==> src/rtl/ufa_pkg.sv <==
// Package for the USB function address and power control block
package ufa_pkg;
   // ------------------------------------------------------------
   // Register byte offsets
   // ------------------------------------------------------------
   localparam logic [7:0] ADDR_DEV_ADDR = 8'h00;
   localparam logic [7:0] ADDR_POWER = 8'h04;
   localparam logic [7:0] ADDR_IRQ_STAT = 8'h08;
   localparam logic [7:0] ADDR_IRQ_MASK = 8'h0C;
   localparam logic [7:0] ADDR_EP_INDEX = 8'h10;
   localparam logic [7:0] ADDR_STATUS = 8'h14;
   // ------------------------------------------------------------
   // Power register fields
   // ------------------------------------------------------------
   localparam int PWR_SUSP_EN = 0;
   localparam int PWR_SUSP_MODE = 1;
   localparam int PWR_RESUME = 2;
   localparam int PWR_LINK_RST = 3;
   localparam int PWR_INHIBIT = 4;
   localparam int PWR_ISO_SYNC = 7;
   localparam int ADDR_PENDING = 7;
   // ------------------------------------------------------------
   // Interrupt fields
   // ------------------------------------------------------------
   localparam int IRQ_SUSPEND = 0;
   localparam int IRQ_WAKE = 1;
   localparam int IRQ_RESET = 2;
   localparam int IRQ_W = 3;
   localparam logic [IRQ_W-1:0] IRQ_MASK_RST = 3'h0;
   localparam logic [IRQ_W-1:0] IRQ_MASK_ON_BUS_RST = 3'h6;
   // ------------------------------------------------------------
   // Reset values and timing
   // ------------------------------------------------------------
   localparam logic [7:0] DEV_ADDR_RST = 8'h00;
   localparam logic [3:0] EP_INDEX_RST = 4'h0;
   localparam int LINK_RST_NS = 100;
   localparam int CLK_PERIOD_NS = 10;
   localparam int LINK_RST_CYC = (LINK_RST_NS + CLK_PERIOD_NS - 1) / CLK_PERIOD_NS;
   localparam logic [1:0] AXI_OKAY = 2'h0;
   localparam logic [1:0] AXI_SLVERR = 2'h2;

   // Bus-side events and token, one cycle each
   typedef struct packed {
      logic bus_reset;
      logic suspend;
      logic resume;
      logic sof;
      logic token_valid;
      logic token_in;
      logic [6:0] token_addr;
      logic xfer_done;
   } ufa_link_ev_t;

   // Answer to a token
   typedef struct packed {
      logic accept;
      logic send_zlp;
   } ufa_tok_ans_t;
endpackage

==> src/rtl/ufa_axil_slave.sv <==
// AXI4-Lite slave front end with single-cycle register strobes
`timescale 1ns/1ps
`default_nettype none
module ufa_axil_slave import ufa_pkg::*; (
   input wire logic i_ref_clk,
   input wire logic i_rstn,
   input wire logic [7:0] i_awaddr,
   input wire logic i_awvalid,
   output logic o_awready,
   input wire logic [31:0] i_wdata,
   input wire logic [3:0] i_wstrb,
   input wire logic i_wvalid,
   output logic o_wready,
   output logic [1:0] o_bresp,
   output logic o_bvalid,
   input wire logic i_bready,
   input wire logic [7:0] i_araddr,
   input wire logic i_arvalid,
   output logic o_arready,
   output logic [31:0] o_rdata,
   output logic [1:0] o_rresp,
   output logic o_rvalid,
   input wire logic i_rready,
   output logic o_wr_stb,
   output logic [7:0] o_wr_addr,
   output logic [7:0] o_wr_data,
   output logic o_rd_stb,
   output logic [7:0] o_rd_addr,
   input wire logic [31:0] i_rd_data,
   input wire logic i_rd_hit,
   input wire logic i_wr_hit
);
   logic aw_held_reg;
   logic w_held_reg;
   logic [7:0] awaddr_reg;
   logic [31:0] wdata_reg;
   logic rd_wait_reg;
   logic [3:0] wstrb_reg;

   assign o_awready = ~aw_held_reg & ~o_bvalid;
   assign o_wready = ~w_held_reg & ~o_bvalid;
   assign o_arready = ~rd_wait_reg & ~o_rvalid;

   // ------------------------------------------------------------
   // Write path
   // ------------------------------------------------------------
   always_ff @(posedge i_ref_clk) begin
      if (!i_rstn) begin
         aw_held_reg <= 1'b0;
         w_held_reg <= 1'b0;
         awaddr_reg <= 8'h00;
         wdata_reg <= 32'h0000_0000;
         o_wr_stb <= 1'b0;
         o_bvalid <= 1'b0;
         o_bresp <= AXI_OKAY;
      end else begin
         o_wr_stb <= 1'b0;
         if (i_awvalid && o_awready) begin
            aw_held_reg <= 1'b1;
            awaddr_reg <= i_awaddr;
         end
         if (i_wvalid && o_wready) begin
            w_held_reg <= 1'b1;
            wdata_reg <= i_wdata;
         end
         if (aw_held_reg && w_held_reg && !o_bvalid) begin
            aw_held_reg <= 1'b0;
            w_held_reg <= 1'b0;
            o_wr_stb <= i_wr_hit && wstrb_reg[0];
            o_bvalid <= 1'b1;
            o_bresp <= i_wr_hit ? AXI_OKAY : AXI_SLVERR;
         end else if (o_bvalid && i_bready) begin
            o_bvalid <= 1'b0;
         end
      end
   end
   assign o_wr_addr = awaddr_reg;
   // Byte lane zero carries every register
   assign o_wr_data = wdata_reg[7:0];

   always_ff @(posedge i_ref_clk) begin
      if (!i_rstn) begin
         wstrb_reg <= 4'h0;
      end else if (i_wvalid && o_wready) begin
         wstrb_reg <= i_wstrb;
      end
   end

   // ------------------------------------------------------------
   // Read path
   // ------------------------------------------------------------
   always_ff @(posedge i_ref_clk) begin
      if (!i_rstn) begin
         rd_wait_reg <= 1'b0;
         o_rd_addr <= 8'h00;
         o_rd_stb <= 1'b0;
         o_rvalid <= 1'b0;
         o_rdata <= 32'h0000_0000;
         o_rresp <= AXI_OKAY;
      end else begin
         o_rd_stb <= 1'b0;
         if (i_arvalid && o_arready) begin
            rd_wait_reg <= 1'b1;
            o_rd_addr <= i_araddr;
         end
         if (rd_wait_reg) begin
            rd_wait_reg <= 1'b0;
            o_rd_stb <= i_rd_hit;
            o_rvalid <= 1'b1;
            o_rdata <= i_rd_hit ? i_rd_data : 32'h0000_0000;
            o_rresp <= i_rd_hit ? AXI_OKAY : AXI_SLVERR;
         end else if (o_rvalid && i_rready) begin
            o_rvalid <= 1'b0;
         end
      end
   end
endmodule
`default_nettype wire

==> src/rtl/ufa_rst_gen.sv <==
// Stretches the software-forced link reset to a fixed pulse
`timescale 1ns/1ps
`default_nettype none
module ufa_rst_gen import ufa_pkg::*; #(
   parameter int CYC = LINK_RST_CYC
) (
   input wire logic i_ref_clk,
   input wire logic i_rstn,
   input wire logic i_trigger,
   output logic o_link_rst
);
   logic [7:0] cnt_reg;
   always_ff @(posedge i_ref_clk) begin
      if (!i_rstn) begin
         cnt_reg <= 8'h00;
         o_link_rst <= 1'b0;
      end else if (i_trigger) begin
         cnt_reg <= 8'(CYC);
         o_link_rst <= 1'b1;
      end else if (cnt_reg != 8'h00) begin
         cnt_reg <= cnt_reg - 8'h01;
         o_link_rst <= (cnt_reg != 8'h01);
      end else begin
         o_link_rst <= 1'b0;
      end
   end
endmodule
`default_nettype wire

==> src/rtl/ufa_top.sv <==
// USB function address, power control and interrupt logic
`timescale 1ns/1ps
`default_nettype none
module ufa_top import ufa_pkg::*; (
   input wire logic i_ref_clk,
   input wire logic i_rstn,
   input wire logic [7:0] i_awaddr,
   input wire logic i_awvalid,
   output logic o_awready,
   input wire logic [31:0] i_wdata,
   input wire logic [3:0] i_wstrb,
   input wire logic i_wvalid,
   output logic o_wready,
   output logic [1:0] o_bresp,
   output logic o_bvalid,
   input wire logic i_bready,
   input wire logic [7:0] i_araddr,
   input wire logic i_arvalid,
   output logic o_arready,
   output logic [31:0] o_rdata,
   output logic [1:0] o_rresp,
   output logic o_rvalid,
   input wire logic i_rready,
   input wire ufa_link_ev_t i_link_ev,
   input wire logic i_iso_load,
   output ufa_tok_ans_t o_tok_ans,
   output logic o_iso_release,
   output logic o_fifo_flush,
   output logic o_csr_clear,
   output logic o_resume_drive,
   output logic o_osc_wake,
   output logic o_suspended,
   output logic o_link_reset,
   output logic o_irq
);
   logic wr_stb;
   logic [7:0] wr_addr;
   logic [7:0] wr_data;
   logic [7:0] rd_addr;
   logic [31:0] rd_data;
   logic rd_hit;
   logic wr_hit;
   logic soft_rst;
   logic link_rst;
   logic urst_n;
   logic [6:0] addr_eff_reg;
   logic [6:0] addr_new_reg;
   logic pending_reg;
   logic susp_en_reg;
   logic susp_mode_reg;
   logic resume_reg;
   logic busrst_seen_reg;
   logic inhibit_reg;
   logic iso_sync_reg;
   logic iso_held_reg;
   logic [IRQ_W-1:0] irq_stat_reg;
   logic [IRQ_W-1:0] irq_mask_reg;
   logic [3:0] ep_index_reg;
   logic ev_bus_rst;
   logic ev_susp;
   logic ev_wake;
   logic [IRQ_W-1:0] irq_clr;

   function automatic logic is_reg(input logic [7:0] a);
      is_reg = (a == ADDR_DEV_ADDR) ||
               (a == ADDR_POWER) ||
               (a == ADDR_IRQ_STAT) ||
               (a == ADDR_IRQ_MASK) ||
               (a == ADDR_EP_INDEX) ||
               (a == ADDR_STATUS);
   endfunction

   function automatic logic wr_to(input logic [7:0] a);
      wr_to = wr_stb && (wr_addr == a);
   endfunction

   // ------------------------------------------------------------
   // Bus slave and reset pulse
   // ------------------------------------------------------------
   assign rd_hit = is_reg(rd_addr);
   assign wr_hit = is_reg(wr_addr);

   ufa_axil_slave u_bus (
      .i_ref_clk(i_ref_clk),
      .i_rstn(i_rstn),
      .i_awaddr(i_awaddr),
      .i_awvalid(i_awvalid),
      .o_awready(o_awready),
      .i_wdata(i_wdata),
      .i_wstrb(i_wstrb),
      .i_wvalid(i_wvalid),
      .o_wready(o_wready),
      .o_bresp(o_bresp),
      .o_bvalid(o_bvalid),
      .i_bready(i_bready),
      .i_araddr(i_araddr),
      .i_arvalid(i_arvalid),
      .o_arready(o_arready),
      .o_rdata(o_rdata),
      .o_rresp(o_rresp),
      .o_rvalid(o_rvalid),
      .i_rready(i_rready),
      .o_wr_stb(wr_stb),
      .o_wr_addr(wr_addr),
      .o_wr_data(wr_data),
      .o_rd_stb(),
      .o_rd_addr(rd_addr),
      .i_rd_data(rd_data),
      .i_rd_hit(rd_hit),
      .i_wr_hit(wr_hit)
   );

   assign soft_rst = wr_to(ADDR_POWER) && wr_data[PWR_LINK_RST];

   ufa_rst_gen #(
      .CYC(LINK_RST_CYC)
   ) u_rst (
      .i_ref_clk(i_ref_clk),
      .i_rstn(i_rstn),
      .i_trigger(soft_rst),
      .o_link_rst(link_rst)
   );

   // Function-wide reset: power-on or forced link reset
   assign urst_n = i_rstn & ~link_rst & ~soft_rst;

   // ------------------------------------------------------------
   // Bus events, ignored while inhibited
   // ------------------------------------------------------------
   assign ev_bus_rst = i_link_ev.bus_reset && !inhibit_reg;
   assign ev_susp = i_link_ev.suspend && susp_en_reg &&
      !inhibit_reg && !susp_mode_reg;
   assign ev_wake = (i_link_ev.resume && !inhibit_reg) ||
      (wr_to(ADDR_POWER) && wr_data[PWR_RESUME]);
   assign irq_clr = wr_to(ADDR_IRQ_STAT) ? wr_data[IRQ_W-1:0] : '0;

   // ------------------------------------------------------------
   // Function address
   // ------------------------------------------------------------
   always_ff @(posedge i_ref_clk) begin
      if (!urst_n) begin
         addr_eff_reg <= DEV_ADDR_RST[6:0];
         addr_new_reg <= DEV_ADDR_RST[6:0];
         pending_reg <= 1'b0;
      end else if (ev_bus_rst) begin
         addr_eff_reg <= DEV_ADDR_RST[6:0];
         addr_new_reg <= DEV_ADDR_RST[6:0];
         pending_reg <= 1'b0;
      end else if (wr_to(ADDR_DEV_ADDR)) begin
         addr_new_reg <= wr_data[6:0];
         pending_reg <= 1'b1;
      end else if (pending_reg && i_link_ev.xfer_done) begin
         addr_eff_reg <= addr_new_reg;
         pending_reg <= 1'b0;
      end
   end

   // ------------------------------------------------------------
   // Power control
   // ------------------------------------------------------------
   always_ff @(posedge i_ref_clk) begin
      if (!urst_n) begin
         susp_en_reg <= 1'b0;
         resume_reg <= 1'b0;
         inhibit_reg <= 1'b1;
         iso_sync_reg <= 1'b0;
      end else if (wr_to(ADDR_POWER)) begin
         susp_en_reg <= wr_data[PWR_SUSP_EN];
         resume_reg <= wr_data[PWR_RESUME];
         inhibit_reg <= inhibit_reg & wr_data[PWR_INHIBIT];
         iso_sync_reg <= wr_data[PWR_ISO_SYNC];
      end
   end

   always_ff @(posedge i_ref_clk) begin
      if (!urst_n) begin
         susp_mode_reg <= 1'b0;
      end else if (ev_wake || ev_bus_rst) begin
         susp_mode_reg <= 1'b0;
      end else if (ev_susp) begin
         susp_mode_reg <= 1'b1;
      end
   end

   // Bus reset status, held while the bus shows reset
   always_ff @(posedge i_ref_clk) begin
      if (!urst_n) begin
         busrst_seen_reg <= 1'b0;
      end else if (ev_bus_rst) begin
         busrst_seen_reg <= 1'b1;
      end else if (!i_link_ev.bus_reset) begin
         busrst_seen_reg <= 1'b0;
      end
   end

   // ------------------------------------------------------------
   // Endpoint index and side effects of bus reset
   // ------------------------------------------------------------
   always_ff @(posedge i_ref_clk) begin
      if (!urst_n) begin
         ep_index_reg <= EP_INDEX_RST;
         o_fifo_flush <= 1'b0;
         o_csr_clear <= 1'b0;
      end else begin
         o_fifo_flush <= ev_bus_rst;
         o_csr_clear <= ev_bus_rst;
         if (ev_bus_rst) begin
            ep_index_reg <= EP_INDEX_RST;
         end else if (wr_to(ADDR_EP_INDEX)) begin
            ep_index_reg <= wr_data[3:0];
         end
      end
   end

   // ------------------------------------------------------------
   // Isochronous frame synchronisation
   // ------------------------------------------------------------
   always_ff @(posedge i_ref_clk) begin
      if (!urst_n) begin
         iso_held_reg <= 1'b0;
         o_iso_release <= 1'b0;
      end else begin
         o_iso_release <= 1'b0;
         if (i_link_ev.sof && !inhibit_reg) begin
            iso_held_reg <= i_iso_load && iso_sync_reg;
            o_iso_release <= iso_held_reg || (i_iso_load && !iso_sync_reg);
         end else if (i_iso_load) begin
            iso_held_reg <= iso_sync_reg;
            o_iso_release <= !iso_sync_reg;
         end
      end
   end

   // ------------------------------------------------------------
   // Token filter
   // ------------------------------------------------------------
   always_ff @(posedge i_ref_clk) begin
      if (!urst_n) begin
         o_tok_ans <= '0;
      end else begin
         o_tok_ans.accept <= i_link_ev.token_valid && !inhibit_reg &&
                             (i_link_ev.token_addr == addr_eff_reg);
         o_tok_ans.send_zlp <= i_link_ev.token_valid && !inhibit_reg && i_link_ev.token_in &&
                               (i_link_ev.token_addr == addr_eff_reg) &&
                               iso_sync_reg && iso_held_reg;
      end
   end

   // ------------------------------------------------------------
   // Interrupts
   // ------------------------------------------------------------
   always_ff @(posedge i_ref_clk) begin
      if (!urst_n) begin
         irq_mask_reg <= IRQ_MASK_RST;
         irq_stat_reg <= '0;
      end else begin
         if (ev_bus_rst) begin
            irq_mask_reg <= irq_mask_reg | IRQ_MASK_ON_BUS_RST;
         end else if (wr_to(ADDR_IRQ_MASK)) begin
            irq_mask_reg <= wr_data[IRQ_W-1:0];
         end
         if (ev_bus_rst) begin
            irq_stat_reg <= '0;
            irq_stat_reg[IRQ_RESET] <= 1'b1;
         end else begin
            irq_stat_reg[IRQ_SUSPEND] <= ev_susp |
               (irq_stat_reg[IRQ_SUSPEND] & ~irq_clr[IRQ_SUSPEND]);
            irq_stat_reg[IRQ_WAKE] <= (i_link_ev.resume && !inhibit_reg) |
               (irq_stat_reg[IRQ_WAKE] & ~irq_clr[IRQ_WAKE]);
            irq_stat_reg[IRQ_RESET] <= irq_stat_reg[IRQ_RESET] &
               ~irq_clr[IRQ_RESET];
         end
      end
   end

   // ------------------------------------------------------------
   // Read mux
   // ------------------------------------------------------------
   always_comb begin
      rd_data = 32'h0000_0000;
      if (rd_addr == ADDR_DEV_ADDR) begin
         rd_data[7:0] = {pending_reg, addr_new_reg};
      end else if (rd_addr == ADDR_POWER) begin
         rd_data[PWR_SUSP_EN] = susp_en_reg;
         rd_data[PWR_SUSP_MODE] = susp_mode_reg;
         rd_data[PWR_RESUME] = resume_reg;
         rd_data[PWR_LINK_RST] = busrst_seen_reg;
         rd_data[PWR_INHIBIT] = inhibit_reg;
         rd_data[PWR_ISO_SYNC] = iso_sync_reg;
      end else if (rd_addr == ADDR_IRQ_STAT) begin
         rd_data[IRQ_W-1:0] = irq_stat_reg;
      end else if (rd_addr == ADDR_IRQ_MASK) begin
         rd_data[IRQ_W-1:0] = irq_mask_reg;
      end else if (rd_addr == ADDR_EP_INDEX) begin
         rd_data[3:0] = ep_index_reg;
      end else if (rd_addr == ADDR_STATUS) begin
         rd_data[6:0] = addr_eff_reg;
      end
   end

   // ------------------------------------------------------------
   // Registered outputs
   // ------------------------------------------------------------
   always_ff @(posedge i_ref_clk) begin
      if (!i_rstn) begin
         o_irq <= 1'b0;
         o_resume_drive <= 1'b0;
         o_osc_wake <= 1'b0;
         o_suspended <= 1'b0;
         o_link_reset <= 1'b0;
      end else begin
         o_irq <= |(irq_stat_reg & irq_mask_reg);
         o_resume_drive <= resume_reg;
         o_osc_wake <= susp_mode_reg && (ev_wake || ev_bus_rst || !urst_n);
         o_suspended <= susp_mode_reg;
         o_link_reset <= !urst_n;
      end
   end
endmodule
`default_nettype wire

==> config.mk <==
export PLATFORM = sky130hd
export DESIGN_NAME = ufa_top
export DESIGN_NICKNAME = d
export VERILOG_FILES = /design/src/rtl/ufa_pkg.sv /design/src/rtl/ufa_axil_slave.sv /design/src/rtl/ufa_rst_gen.sv /design/src/rtl/ufa_top.sv
export SDC_FILE = /design/constraint.sdc
export NUM_CORES = 1
export LEC_CHECK = 0
export ABC_AREA = 1
export BUFFER_PORTS_ARGS = -buffer_cell sky130_fd_sc_hd__buf_2
export CAP_MARGIN = 20
export CORE_MARGIN = 3
export CORE_UTILIZATION = 30
export CTS_CLUSTER_SIZE = 40
export DETAILED_ROUTE_END_ITERATION = 7
export PLACE_DENSITY_LB_ADDON = 0.1
export SLEW_MARGIN = 30
export SYNTH_ARGS = -nofsm -noshare
export SYNTH_HDL_FRONTEND = slang
export SYNTH_SLANG_ARGS = --single-unit
==> constraint.sdc <==
create_clock -name i_ref_clk -period 1.59 [get_ports i_ref_clk]
set_input_delay 0.159 -clock i_ref_clk [delete_from_list [all_inputs] [get_ports i_ref_clk]]
set_output_delay 0.159 -clock i_ref_clk [all_outputs]
set_load 0.02 [all_outputs]
==> out/results.ini <==
[finish]
num_antenna_cells=0
areaGrowthSynthToFinish_pct=23.3
fillerInstances=1395
final_core_util=0.385
drive_above_1_share=0.204
layout_common_cells=nand2_1, dfxtp_1, nor2_1
layoutNonFillerInstCount=808
nNetsFinal=708

[drt]
vias=3563
wl_um=10300
drtAntennaViolNets=0
first_pass_iters=4
drt-initial-drc-count=190
met1_length_um=5130
wl_met3_um=432
highest_layer=met4
avgViaCountPerCell=4.41
met2WireLength_um=4470
drcViolationCount=0
wl_per_cell_um=12.7

[place]
gp_congestion=0.805
dp.cells=791
dpl.hpwl_um=7940
dpl_worst_slack_ns=0.0808
numPortBuffers=71

[die]
fp.dieW_um=122
die-area_sq_um=14800
fp.coreArea_sq_um=12900
num_rows=41
initial_utilization=0.312
num_io_pins=125
die-height_um=122

[timing]
report.final.slew_viol_count=0
skew_ns=0.00512
setup_violations=0
min_period_ns=1.44
max_freq_mhz=694
hold-worst-slack_ns=0.0601
hold_viol_final=0
post-route-period-util=0.907
setup_slack_ns=0.149

[power_and_ir_drop]
p_int_mw=4.52
power.share.clock=0.379
worst_ir_drop_vdd_mv=0.471
power_density_nw_per_um2=1290
leakage_nw=2.14
p_sw_frac=0.289
p_sw_mw=1.84
share_comb_of_total_power=0.212
pwr-share-seq=0.409

[clock_network]
clk_pin_slew_ns=0.06
cts_buffer_depth=2
clkSinkCount=91
tritoncts=yes
cts_root_buf=clkbuf_16
clk_latency_ns=0.34
htreeDepth=3
numCtsBuffers=9

[critical_path]
cp.required_ns=1.87
reg2reg_depth=9
worstSetupEndpointType=flip-flop
worstPathArrival_ns=1.72
path_max_fanout=8
crit_type=flip-flop to flip-flop
cp-start-kind=flip-flop

[synth]
synth_xor_area_frac=0.0174
ys_ff_latch=91
synthSimpleGateAreaFrac=0.250
synth_edf_count=0
async_reset_ff_frac=0
synth_compound_area_frac=0.148
synth_ff_type=dfxtp_1
syn-cell-area_sq_um=4020
syn_avg_cell_area_sq_um=7.40
synth_top_family_by_area=simple AND/OR/NAND/NOR gates
ys_types=40
yosysSeqAreaShare=0.454
synthMuxAreaShare=0
synth_cells=543
synth_warnings=0
synthAdderAreaFrac=0.00623

[global_route]
track_usage=0.145
grt-ovfl-total=0
grt_pass1_vias=3440
grt_pass1_wl_um=16800
antenna_found_initial=0
grt_max_degree=35

[flow_run]
drv_cap=0

[worst_hold_path]
hold_path_depth=3
hp-class=input port to flip-flop

[status]
status=complete, no violations

==> critical path, stage by stage, from the launching register on <==
cell     delay (ns)
dfxtp_1        0.29
inv_1          0.06
nand2_1        0.13
nor2_4         0.24
nand2_1        0.13
inv_2          0.14
nand2_1        0.07
nand4_1        0.10
nand2_1        0.08
a21oi_1        0.12
==> worst paths after layout <==
path | startpoint | endpoint | slack [ns]
setup / recovery | u_bus.o_rd_addr[6] | u_bus.o_rdata[0] | 0.15
hold / removal | i_awaddr[1] | u_bus.o_wr_addr[1] | 0.06
setup reg to reg | u_bus.o_rd_addr[6] | u_bus.o_rdata[0] | 0.15
hold reg to reg | u_bus.wstrb_reg[0] | u_bus.o_wr_stb | 0.45
==> timing repair <==
item | 4_1_cts | 5_1_grt
buffers inserted | 0 | 0
endpoints found under the setup margin | 0 | 14
resized for setup | 0 | 5
hold buffers | 2 | 0
hold endpoints to repair | 2 | 0
==> cell usage after synthesis, types with 4 or more instances <==
| cell type | number | share of area |
|---|---|---|
| nor3_1 | 8 | 0.010 |
| nor2_2 | 4 | 0.0062 |
| xor2_1 | 5 | 0.011 |
| clkbuf_1 | 6 | 0.0056 |
| inv_1 | 46 | 0.043 |
| o21ai_1 | 5 | 0.0062 |
| buf_4 | 29 | 0.054 |
| o21ai_0 | 37 | 0.046 |
| nand2_1 | 92 | 0.086 |
| nand3_1 | 27 | 0.034 |
| nand4_1 | 8 | 0.012 |
| dfxtp_1 | 91 | 0.45 |
| inv_2 | 9 | 0.0084 |
| a21oi_1 | 58 | 0.072 |
| nor2_1 | 78 | 0.073 |
==> per-stage QoR <==
step	power [mW]	setup TNS, ns	instance area, sq um
2_1_floorplan	3.64	0	4110
6_report	6.37	0	4950
3_5_place_dp	3.98	0	4580
3_3_place_gp	3.96	0	4580
5_1_grt	6.73	-0.000185	4950
4_1_cts	6.41	0	4930
==> cell families after synthesis <==
| kind of cell | count (synthesis) |
|---|---|
| compound gates | 112 |
| simple gates | 231 |
| fa+ha+maj | 2 |
| xor+xnor | 8 |
| flops | 91 |
| buf+inv | 98 |
| other cells | 1 |
==> final cells by class <==
class                      instances  area, sq um  area share
inverter                          57          214      0.0432
timing repair buffer              94          558       0.113
clock inverter                     5          103      0.0207
sequential                        91         1820       0.368
multi-input combinational        379         1810       0.366
tap                              172          215      0.0435
clock buffer                      10          229      0.0462
==> routing by layer <==
layer  GRT usage  up-vias
met5           0        -
met4      0.0679        0
met3      0.0241       17
met2       0.223       81
met1       0.199     1576
li1            -     1889
==> power groups by stage <==
stage	sequential (mW)	clock [mW]	combinational [mW]
finish	2.61	2.41	1.35
CTS	2.61	2.47	1.33
global placement	2.65	0	1.31
detailed placement	2.65	0	1.32
floorplan	2.65	0	0.996
global route	2.63	2.57	1.53
No activity file was read; power rests on OpenSTA's default activity.
